==> src/rtl/sadc_cfg.svh <==
// Constants shared by both ends of the serial converter control link.
`ifndef SADC_CFG_SVH
`define SADC_CFG_SVH

// ----------------------------------------------------------------------
// Link and sequence constants.
// ----------------------------------------------------------------------
`define SADC_ADDR_W 5
`define SADC_DATA_W 8
`define SADC_SEL_RISES 2'h2
`define SADC_SAMPLE_FALL 4'h4
`define SADC_LAST_FALL 4'h7
`define SADC_CONV_LAST 6'h23
`define SADC_SELF_TEST_CH 5'h13
`define SADC_LAST_EXT_CH 5'h12
`define SADC_SELF_TEST_CODE 8'h80
`define SADC_LINE_IDLE 1'h1
// Idle pin levels {select, address, shift clock, conversion clock}.
`define SADC_PIN_IDLE 4'h8

// ----------------------------------------------------------------------
// Host timing: half periods in cycles of the 8 ns system clock, waits in conversion-clock falls.
// ----------------------------------------------------------------------
`define SADC_IO_HALF 4'h8
`define SADC_SYS_HALF 4'h8
`define SADC_SEL_FALLS_NORM 6'h3
`define SADC_SEL_FALLS_COMMON 6'h2
`define SADC_CONV_WAIT 6'h28

// ----------------------------------------------------------------------
// Synchroniser bit positions.
// ----------------------------------------------------------------------
`define SADC_SY_SYS 0
`define SADC_SY_IO 1
`define SADC_SY_ADDR 2
`define SADC_SY_CS 3

`endif

==> src/rtl/sadc_pkg.sv <==
// Types shared by both ends of the serial converter control link.
package sadc_pkg;

    // ------------------------------------------------------------------
    // Device sequence phase.
    // ------------------------------------------------------------------
    typedef enum logic [0:0] {
        SADC_PH_OFF,
        SADC_PH_SHIFT
    } sadc_phase_e;

    // ------------------------------------------------------------------
    // Host sequence state.
    // ------------------------------------------------------------------
    typedef enum logic [1:0] {
        SADC_H_IDLE,
        SADC_H_SEL,
        SADC_H_SHIFT,
        SADC_H_CONV
    } sadc_hstate_e;

endpackage

==> src/rtl/sadc_if.sv <==
// Serial control link between the converter device and its host.
`timescale 1ns/1ns
`include "sadc_cfg.svh"

interface sadc_if;
    logic cs_n;
    logic addr;
    logic io_clk;
    logic sys_clk;
    logic dout;
    logic dout_oe_n;
    logic dout_line;

    // The floating output is seen as a pulled-up line.
    assign dout_line = dout_oe_n ? `SADC_LINE_IDLE : dout;

    modport dev (
        input cs_n,
        input addr,
        input io_clk,
        input sys_clk,
        output dout,
        output dout_oe_n
    );

    modport host (
        output cs_n,
        output addr,
        output io_clk,
        output sys_clk,
        input dout_line
    );
endinterface

==> src/rtl/sadc_dev.sv <==
// Device end: select recognition, serial shift, sample, hold and conversion.
`timescale 1ns/1ns
`include "sadc_cfg.svh"

module sadc_dev (
    input wire logic clk_i, // System clock, 125 MHz.
    input wire logic resetn_i, // Asynchronous reset, active low.
    sadc_if.dev link, // Serial control link.
    input wire logic [`SADC_DATA_W-1:0] conv_data_i, // Converter core code.
    output logic [`SADC_ADDR_W-1:0] chan_o, // Selected analog channel.
    output logic sample_o, // Sample switch closed.
    output logic convert_o, // Hold and conversion running.
    output logic [`SADC_DATA_W-1:0] result_o, // Last finished result.
    output logic done_o // One-cycle pulse at conversion end.
);

    // ------------------------------------------------------------------
    // Helpers.
    // ------------------------------------------------------------------
    // Edge of a synchronised level against its previous sample.
    function automatic logic sadc_edge(input logic cur, input logic prev, input logic pol);
        sadc_edge = (cur == pol) && (prev != pol);
    endfunction

    // ------------------------------------------------------------------
    // Pin synchronisers.
    // ------------------------------------------------------------------
    logic [3:0] sy1_r;
    logic [3:0] sy2_r;
    logic [3:0] sy3_r;
    logic [3:0] pins;
    logic sys_rise;
    logic sys_fall;
    logic io_rise;
    logic io_fall;

    assign pins = {link.cs_n, link.addr, link.io_clk, link.sys_clk};

    // Two stages before any logic, a third only for edge finding.
    // Reset to the idle pin levels so no false clock edge follows reset.
    always_ff @(posedge clk_i or negedge resetn_i) begin
        if (!resetn_i) begin
            sy1_r <= `SADC_PIN_IDLE;
            sy2_r <= `SADC_PIN_IDLE;
            sy3_r <= `SADC_PIN_IDLE;
        end else begin
            sy1_r <= pins;
            sy2_r <= sy1_r;
            sy3_r <= sy2_r;
        end
    end

    // Both link clocks are found by sampling, so no phase tie is needed.
    assign sys_rise = sadc_edge(sy2_r[`SADC_SY_SYS], sy3_r[`SADC_SY_SYS], 1'h1);
    assign sys_fall = sadc_edge(sy2_r[`SADC_SY_SYS], sy3_r[`SADC_SY_SYS], 1'h0);
    assign io_rise = sadc_edge(sy2_r[`SADC_SY_IO], sy3_r[`SADC_SY_IO], 1'h1);
    assign io_fall = sadc_edge(sy2_r[`SADC_SY_IO], sy3_r[`SADC_SY_IO], 1'h0);

    // ------------------------------------------------------------------
    // Select recognition.
    // ------------------------------------------------------------------
    logic cs_rec_r;
    logic cs_rec_nxt;
    logic [1:0] cs_rises_r;
    logic [1:0] cs_rises_nxt;
    logic cs_fell;
    logic cs_rose;

    // A pin change counts only after two conversion-clock rises and a
    // fall; a glitch shorter than that restarts the count and is lost.
    always_comb begin
        cs_rec_nxt = cs_rec_r;
        cs_rises_nxt = cs_rises_r;
        if (sy2_r[`SADC_SY_CS] == cs_rec_r) begin
            cs_rises_nxt = 2'h0;
        end else if (sys_rise && (cs_rises_r != `SADC_SEL_RISES)) begin
            cs_rises_nxt = cs_rises_r + 2'h1;
        end else if (sys_fall && (cs_rises_r == `SADC_SEL_RISES)) begin
            cs_rec_nxt = sy2_r[`SADC_SY_CS];
            cs_rises_nxt = 2'h0;
        end
    end

    always_ff @(posedge clk_i or negedge resetn_i) begin
        if (!resetn_i) begin
            cs_rec_r <= 1'h1;
            cs_rises_r <= 2'h0;
        end else begin
            cs_rec_r <= cs_rec_nxt;
            cs_rises_r <= cs_rises_nxt;
        end
    end

    assign cs_fell = cs_rec_r && !cs_rec_nxt;
    assign cs_rose = !cs_rec_r && cs_rec_nxt;

    // ------------------------------------------------------------------
    // Serial sequence and conversion.
    // ------------------------------------------------------------------
    sadc_pkg::sadc_phase_e phase_r;
    sadc_pkg::sadc_phase_e phase_nxt;
    logic [3:0] falls_r;
    logic [3:0] falls_nxt;
    logic [`SADC_DATA_W-1:0] shreg_r;
    logic [`SADC_DATA_W-1:0] shreg_nxt;
    logic [`SADC_ADDR_W-1:0] new_addr_r;
    logic [`SADC_ADDR_W-1:0] new_addr_nxt;
    logic [`SADC_ADDR_W-1:0] chan_r;
    logic [`SADC_ADDR_W-1:0] chan_nxt;
    logic [`SADC_ADDR_W-1:0] conv_ch_r;
    logic [`SADC_ADDR_W-1:0] conv_ch_nxt;
    logic sample_r;
    logic sample_nxt;
    logic busy_r;
    logic busy_nxt;
    logic [5:0] conv_cnt_r;
    logic [5:0] conv_cnt_nxt;
    logic [`SADC_DATA_W-1:0] result_r;
    logic [`SADC_DATA_W-1:0] result_nxt;
    logic done_r;
    logic done_nxt;
    logic dout_r;
    logic dout_nxt;
    logic oe_n_r;
    logic oe_n_nxt;
    logic shifting;

    // Shift edges count only while select is recognized low.
    assign shifting = !cs_rec_r && (phase_r == sadc_pkg::SADC_PH_SHIFT);

    always_comb begin
        phase_nxt = phase_r;
        falls_nxt = falls_r;
        shreg_nxt = shreg_r;
        new_addr_nxt = new_addr_r;
        chan_nxt = chan_r;
        conv_ch_nxt = conv_ch_r;
        sample_nxt = sample_r;
        busy_nxt = busy_r;
        conv_cnt_nxt = conv_cnt_r;
        result_nxt = result_r;
        done_nxt = 1'h0;
        dout_nxt = dout_r;
        oe_n_nxt = oe_n_r;

        // Conversion runs on conversion-clock rises until a recognized select fall;
        // with a shared clock this is the clock seen while select is high.
        if (busy_r && sys_rise) begin
            if (conv_cnt_r == `SADC_CONV_LAST) begin
                busy_nxt = 1'h0;
                done_nxt = 1'h1;
                // The internal test voltage converts to mid-scale.
                if (conv_ch_r == `SADC_SELF_TEST_CH) begin
                    result_nxt = `SADC_SELF_TEST_CODE;
                end else begin
                    result_nxt = conv_data_i;
                end
                // Select held low between conversions: offer the new MSB.
                if (shifting && (falls_r == 4'h0)) begin
                    shreg_nxt = result_nxt;
                    dout_nxt = result_nxt[`SADC_DATA_W-1];
                end
            end else begin
                conv_cnt_nxt = conv_cnt_r + 6'h1;
            end
        end

        if (cs_fell) begin
            // A recognized select fall restarts the frame and kills any
            // conversion still running; the stored result is kept.
            busy_nxt = 1'h0;
            phase_nxt = sadc_pkg::SADC_PH_SHIFT;
            falls_nxt = 4'h0;
            shreg_nxt = result_nxt;
            dout_nxt = result_nxt[`SADC_DATA_W-1];
            oe_n_nxt = 1'h0;
        end else if (cs_rose) begin
            // Output floats and shift edges are ignored from here.
            phase_nxt = sadc_pkg::SADC_PH_OFF;
            falls_nxt = 4'h0;
            sample_nxt = 1'h0;
            oe_n_nxt = 1'h1;
        end else if (shifting) begin
            // Clocks before recognition never get here, which is what
            // spends the first two shared clocks of a frame.
            if (io_rise && (falls_r <= `SADC_SAMPLE_FALL)) begin
                new_addr_nxt = {new_addr_r[`SADC_ADDR_W-2:0], sy2_r[`SADC_SY_ADDR]};
            end
            if (io_fall) begin
                if (falls_r == `SADC_LAST_FALL) begin
                    // Eighth fall, however late for a strobed start, ends
                    // sampling and restarts conversion; a running one is
                    // dropped and the older result is offered.
                    sample_nxt = 1'h0;
                    busy_nxt = 1'h1;
                    conv_cnt_nxt = 6'h0;
                    conv_ch_nxt = chan_r;
                    falls_nxt = 4'h0;
                    shreg_nxt = result_nxt;
                    dout_nxt = result_nxt[`SADC_DATA_W-1];
                end else begin
                    falls_nxt = falls_r + 4'h1;
                    shreg_nxt = {shreg_r[`SADC_DATA_W-2:0], 1'h0};
                    dout_nxt = shreg_r[`SADC_DATA_W-2];
                    if (falls_r == `SADC_SAMPLE_FALL) begin
                        sample_nxt = 1'h1;
                        chan_nxt = new_addr_r;
                    end
                end
            end
        end
    end

    always_ff @(posedge clk_i or negedge resetn_i) begin
        if (!resetn_i) begin
            phase_r <= sadc_pkg::SADC_PH_OFF;
            falls_r <= 4'h0;
            shreg_r <= 8'h00;
            new_addr_r <= 5'h00;
            chan_r <= 5'h00;
            conv_ch_r <= 5'h00;
            sample_r <= 1'h0;
            busy_r <= 1'h0;
            conv_cnt_r <= 6'h00;
            result_r <= 8'h00;
            done_r <= 1'h0;
            dout_r <= 1'h0;
            oe_n_r <= 1'h1;
        end else begin
            phase_r <= phase_nxt;
            falls_r <= falls_nxt;
            shreg_r <= shreg_nxt;
            new_addr_r <= new_addr_nxt;
            chan_r <= chan_nxt;
            conv_ch_r <= conv_ch_nxt;
            sample_r <= sample_nxt;
            busy_r <= busy_nxt;
            conv_cnt_r <= conv_cnt_nxt;
            result_r <= result_nxt;
            done_r <= done_nxt;
            dout_r <= dout_nxt;
            oe_n_r <= oe_n_nxt;
        end
    end

    // ------------------------------------------------------------------
    // Outputs, all straight from flip-flops.
    // ------------------------------------------------------------------
    assign link.dout = dout_r;
    assign link.dout_oe_n = oe_n_r;
    assign chan_o = chan_r;
    assign sample_o = sample_r;
    assign convert_o = busy_r;
    assign result_o = result_r;
    assign done_o = done_r;

endmodule

==> src/flat_wrapper.sv <==
// flat-port wrapper written by rule: the top's interface ports become plain ports
module sadc_dev_flat 
  (clk_i, resetn_i, conv_data_i, chan_o, sample_o, convert_o, result_o, done_o, link_cs_n, link_addr, link_io_clk, link_sys_clk, link_dout, link_dout_oe_n);
  sadc_if link_i ();
  input wire logic clk_i;
  input wire logic resetn_i;
  input wire logic [`SADC_DATA_W-1:0] conv_data_i;
  output logic [`SADC_ADDR_W-1:0] chan_o;
  output logic sample_o;
  output logic convert_o;
  output logic [`SADC_DATA_W-1:0] result_o;
  output logic done_o;
  input wire logic [$bits(link_i.cs_n)-1:0] link_cs_n;
  input wire logic [$bits(link_i.addr)-1:0] link_addr;
  input wire logic [$bits(link_i.io_clk)-1:0] link_io_clk;
  input wire logic [$bits(link_i.sys_clk)-1:0] link_sys_clk;
  output wire logic [$bits(link_i.dout)-1:0] link_dout;
  output wire logic [$bits(link_i.dout_oe_n)-1:0] link_dout_oe_n;
  assign link_i.cs_n = link_cs_n;
  assign link_i.addr = link_addr;
  assign link_i.io_clk = link_io_clk;
  assign link_i.sys_clk = link_sys_clk;
  assign link_dout = link_i.dout;
  assign link_dout_oe_n = link_i.dout_oe_n;
  sadc_dev u_core (.clk_i(clk_i), .resetn_i(resetn_i), .link(link_i), .conv_data_i(conv_data_i), .chan_o(chan_o), .sample_o(sample_o), .convert_o(convert_o), .result_o(result_o), .done_o(done_o));
endmodule
==> config.mk <==
export PLATFORM = sky130hd
export DESIGN_NAME = sadc_dev_flat
export DESIGN_NICKNAME = d
export VERILOG_FILES = /design/src/rtl/sadc_pkg.sv /design/src/rtl/sadc_if.sv /design/src/rtl/sadc_dev.sv /design/src/flat_wrapper.sv
export VERILOG_INCLUDE_DIRS = /design/src /design/src/rtl
export SDC_FILE = /design/constraint.sdc
export NUM_CORES = 1
export LEC_CHECK = 0
export BUFFER_PORTS_ARGS = -buffer_cell sky130_fd_sc_hd__buf_2
export CAP_MARGIN = 30
export CORE_MARGIN = 8
export CORE_UTILIZATION = 40
export DETAILED_ROUTE_END_ITERATION = 8
export PLACE_DENSITY = 0.63
export SYNTH_ARGS = -nofsm -noshare
export SYNTH_HDL_FRONTEND = slang
export SYNTH_SLANG_ARGS = --single-unit
==> constraint.sdc <==
create_clock -name clk_i -period 2.36 [get_ports clk_i]
set_input_delay 0 -clock clk_i [delete_from_list [all_inputs] [get_ports clk_i]]
set_output_delay 0 -clock clk_i [all_outputs]
set_load 0.05 [all_outputs]
==> Flow_metrics.wiki <==
{| class="wikitable"
! Metric !! Value
|-
| Congestion Overflow GR || 0
|-
| Max Freq || 450 MHz
|-
| Number of cells on the worst hold path || 4
|-
| Cell Area, Synth || 0.00268 mm^2
|-
| Area after DPL || 0.00298 mm^2
|-
| Post-route DRC violation count || 0
|-
| Min-Delay Startpoint || conv_data_i[1]
|-
| Wire length of the first global-routing pass || 8.76 mm
|-
| Worst Path Arrival || 2.46 ns
|-
| Number of vias in the routed layout || approximately 1800
|-
| Ratio of routed vias to standard cells || 5.09
|-
| Placer's final routability congestion estimate || 0.854
|-
| Peak supply drop || 627 uV
|-
| Pin count of the biggest net entering global routing || 31
|-
| Register bit total from synthesis || 59
|-
| Leakage power figure || 0.00169 uW
|-
| Estimated wirelength of the detail-placed design || 3.65 mm
|-
| Count of nets after finishing || 295
|-
| Clock Sink Count || 59
|-
| Normalized max-slew margin || 54.3%
|-
| Routed wirelength normalized by instance count || 14.1 um
|-
| Number of global-route vias before repair || approximately 1900
|-
| Share of final-layout standard cells stronger than drive strength 1 || between 30% and 40%
|-
| Status || finished clean
|-
| Worst path required time || about 2.6 ns
|-
| Yosys cell types || 46
|-
| Most common cell after layout, fill and taps aside || dfrtp_1
|-
| Part of the cycle the worst path needs || 94.2%
|-
| Die width || just under 100 um
|-
| Worst hold path class || input port to register
|-
| Number of flops mapped to enable cells by yosys || 0
|-
| Finished Cell Area || between 0.003 and 0.004 mm^2
|-
| Post-synthesis async set-or-reset flop share || between 90% and 100%
|-
| Top Ports || 32
|-
| Type of the setup path with the least slack || register to register
|-
| Final period demand of the worst path || roughly 2.2 ns
|-
| Share of the yosys chip area belonging to registers || 55.2%
|-
| End of the worst register-to-register path || u_core.falls_r[3]
|-
| CTS root buffer || clkbuf_8
|-
| Die Y-Extent || slightly below 100 um
|-
| Mapped Avg Cell Area || 11.9 um^2
|-
| TritonCTS clock tree || built
|-
| Startpoint of the worst-slack reg-to-reg timing path || u_core.cs_rises_r[0]
|-
| Total routed wirelength || between 5 and 6 mm
|-
| Area added between synthesis and finish || 23.0%
|-
| Clk Latency, worst-skew pair || 0.34 ns
|-
| Number of rows in the core area || 30
|-
| Startpoint types || register
|-
| Worst Hold End || u_core.shreg_r[1]
|-
| Count of endpoints failing hold in the final timing report || 0
|-
| Number of levels in the clock H-tree || 3
|-
| Floorplan Core Area || 0.00664 mm^2
|-
| Worst Max-Slew Pin Slew || between 0.6 and 0.7 ns
|-
| Number of antenna violations at the first check in global routing || 0
|-
| Total routing resource utilization after global routing || a little under an eighth
|-
| Max cap viols || 0
|-
| Final Setup Violations || 0
|-
| Area of the die || 0.00959 mm^2
|-
| Number of warnings reported in the yosys synthesis log || 0
|-
| Leading cell types in the layout, fill and taps excluded || dfrtp_1, buf_2, inv_1, nor2_1, mux2_2
|-
| First-pass iteration count of the detailed router || 4
|-
| Max-slew violations || 0
|-
| Initial DRC Count || 75
|-
| Final setup margin || 0.138 ns
|-
| Total power per unit cell area || around 950 mW/mm^2
|-
| Fin Clk Skew || 0.00704 ns
|-
| Kind of end point of the critical path || register
|-
| Clock-pin transition on the worst setup and hold timing paths || roughly 0.07 ns
|-
| Power consumption || 3130 uW
|-
| Cell count of the worst reg-to-reg path || 10
|-
| Number of nets in the synthesized netlist || between 200 and 250
|-
| Cts bufs inserted || 9
|-
| Worst Path Max Fanout || 4
|-
| Antenna-violating nets left || 0
|-
| Register-to-Register Setup Slack || about 0.14 ns
|-
| Count of input and output buffers || 31
|-
| Gate Count Post-Synth || 225
|-
| Number of antenna cells inserted || 0
|-
| Prevailing post-synth register cell || dfrtp_1
|-
| Pre-CTS setup slack || -0.0250 ns
|-
| Clk buf depth || 2
|-
| Starting density of the core || between 40 and 50%
|-
| Util after Layout || 49.7%
|}
state kept, by name, summed over array words and instances, names as in the netlist, 2 cells and up:
register	flops
u_core.result_o	8
u_core.cs_rises_r	2
u_core.falls_r	4
u_core.conv_cnt_r	6
u_core.sy2_r	4
u_core.chan_o	5
u_core.new_addr_r	5
u_core.sy1_r	4
u_core.conv_ch_r	5
u_core.sy3_r	2
u_core.shreg_r	7
cell usage after synthesis (2+ instances only):
cell type	number	area, um^2
inv_1	16	60.1
or3_1	2	12.5
buf_2	2	10.0
nand2b_1	4	25.0
a22o_1	2	17.5
and2_1	2	12.5
mux2i_1	13	130
o21ai_0	7	35.0
nand2_1	11	41.3
nor2b_1	2	12.5
o21ai_1	2	10.0
a21boi_0	7	52.6
xor2_1	4	35.0
a221oi_1	6	52.6
mux2_2	14	158
and3_1	2	12.5
nor3_1	3	15.0
dfrtp_1	55	1380
dfstp_2	4	105
nand4_1	2	12.5
nand3_1	6	30.0
a21oi_1	6	30.0
nor2_1	20	75.1
and4bb_4	2	32.5
mux2_1	5	56.3
ha_1	6	75.1
routing by layer:
| layer | vias up | GRT usage [%] | share of wire (%) | wire, um |
|---|---|---|---|---|
| met4 | 0 | 3.96 | 1.1 | 55 |
| li1 | 896 | - | - | - |
| met5 | - | 0 | 0 | 0 |
| met1 | 896 | 13.5 | 47 | 2390 |
| met2 | 36 | 17.2 | 46 | 2340 |
| met3 | 6 | 5.62 | 5.9 | 300 |
cell families after synthesis:
family | count (synthesis) | synth area share, %
fa+ha+maj | 6 | 2.80
simple gates | 66 | 14.6
compound gates | 37 | 10.1
mux | 32 | 12.8
flops | 59 | 55.2
buf+inv | 20 | 2.89
xor+xnor | 5 | 1.63
report_power, final:
group / switching, uW / internal (uW)
sequential: 113 / 1170
combinational: 463 / 353
clock: 401 / 622
worst max-delay path, stage by stage (launching register included):
cell and delay, ns:
dfrtp_1 0.40, inv_1 0.07, ha_1 0.16, nand2_1 0.12
nor2_4 0.14, nor2_2 0.05, a21oi_1 0.13, ha_1 0.27
a22o_1 0.22, or3_1 0.36, o41ai_2 0.20
through the flow:
step	TNS [ns]	hold slack (ns)	std cells
after detailed placement	-0.0943	0.0772	338
after floorplan	0	-0.296	225
after CTS	0	0.128	359
after global placement	0	0.0720	338
after global routing	-0.0159	0.148	360
final	0	0.141	360
timing repair:
| action | in CTS | in global routing |
|---|---|---|
| hold buffers | 5 | 0 |
| hold endpoints to repair | 32 | 0 |
| endpoints found under the setup margin | 8 | 31 |
| pin swaps | 0 | 1 |
| buffers inserted | 0 | 1 |
| gates resized for setup | 1 | 9 |
layout make-up:
type	instances	area, um^2
Inverter	17	63.8
Sequential cell	59	1480
Clock buffer	10	138
Tap cell	80	100
Fill cell	597	3340
Clock inverter	6	88.8
Timing Repair Buffer	42	263
Multi-Input combinational cell	146	1170
how the worst max path moves through the flow:
| stage | cells after the start | end | start | slack (ns) |
|---|---|---|---|---|
| floorplan | 12 | u_core.shreg_r[1] | u_core.cs_rises_r[0] | 0.12 |
| global placement | 11 | u_core.falls_r[3] | u_core.cs_rises_r[0] | 0.05 |
| detailed placement | 11 | u_core.falls_r[3] | u_core.cs_rises_r[0] | -0.02 |
| CTS | 11 | u_core.shreg_r[5] | u_core.cs_rises_r[0] | 0.03 |
| global route | 10 | u_core.falls_r[3] | u_core.cs_rises_r[0] | -0.01 |
| finish | 10 | u_core.falls_r[3] | u_core.cs_rises_r[0] | 0.14 |
(Power assumes the default switching activity.)
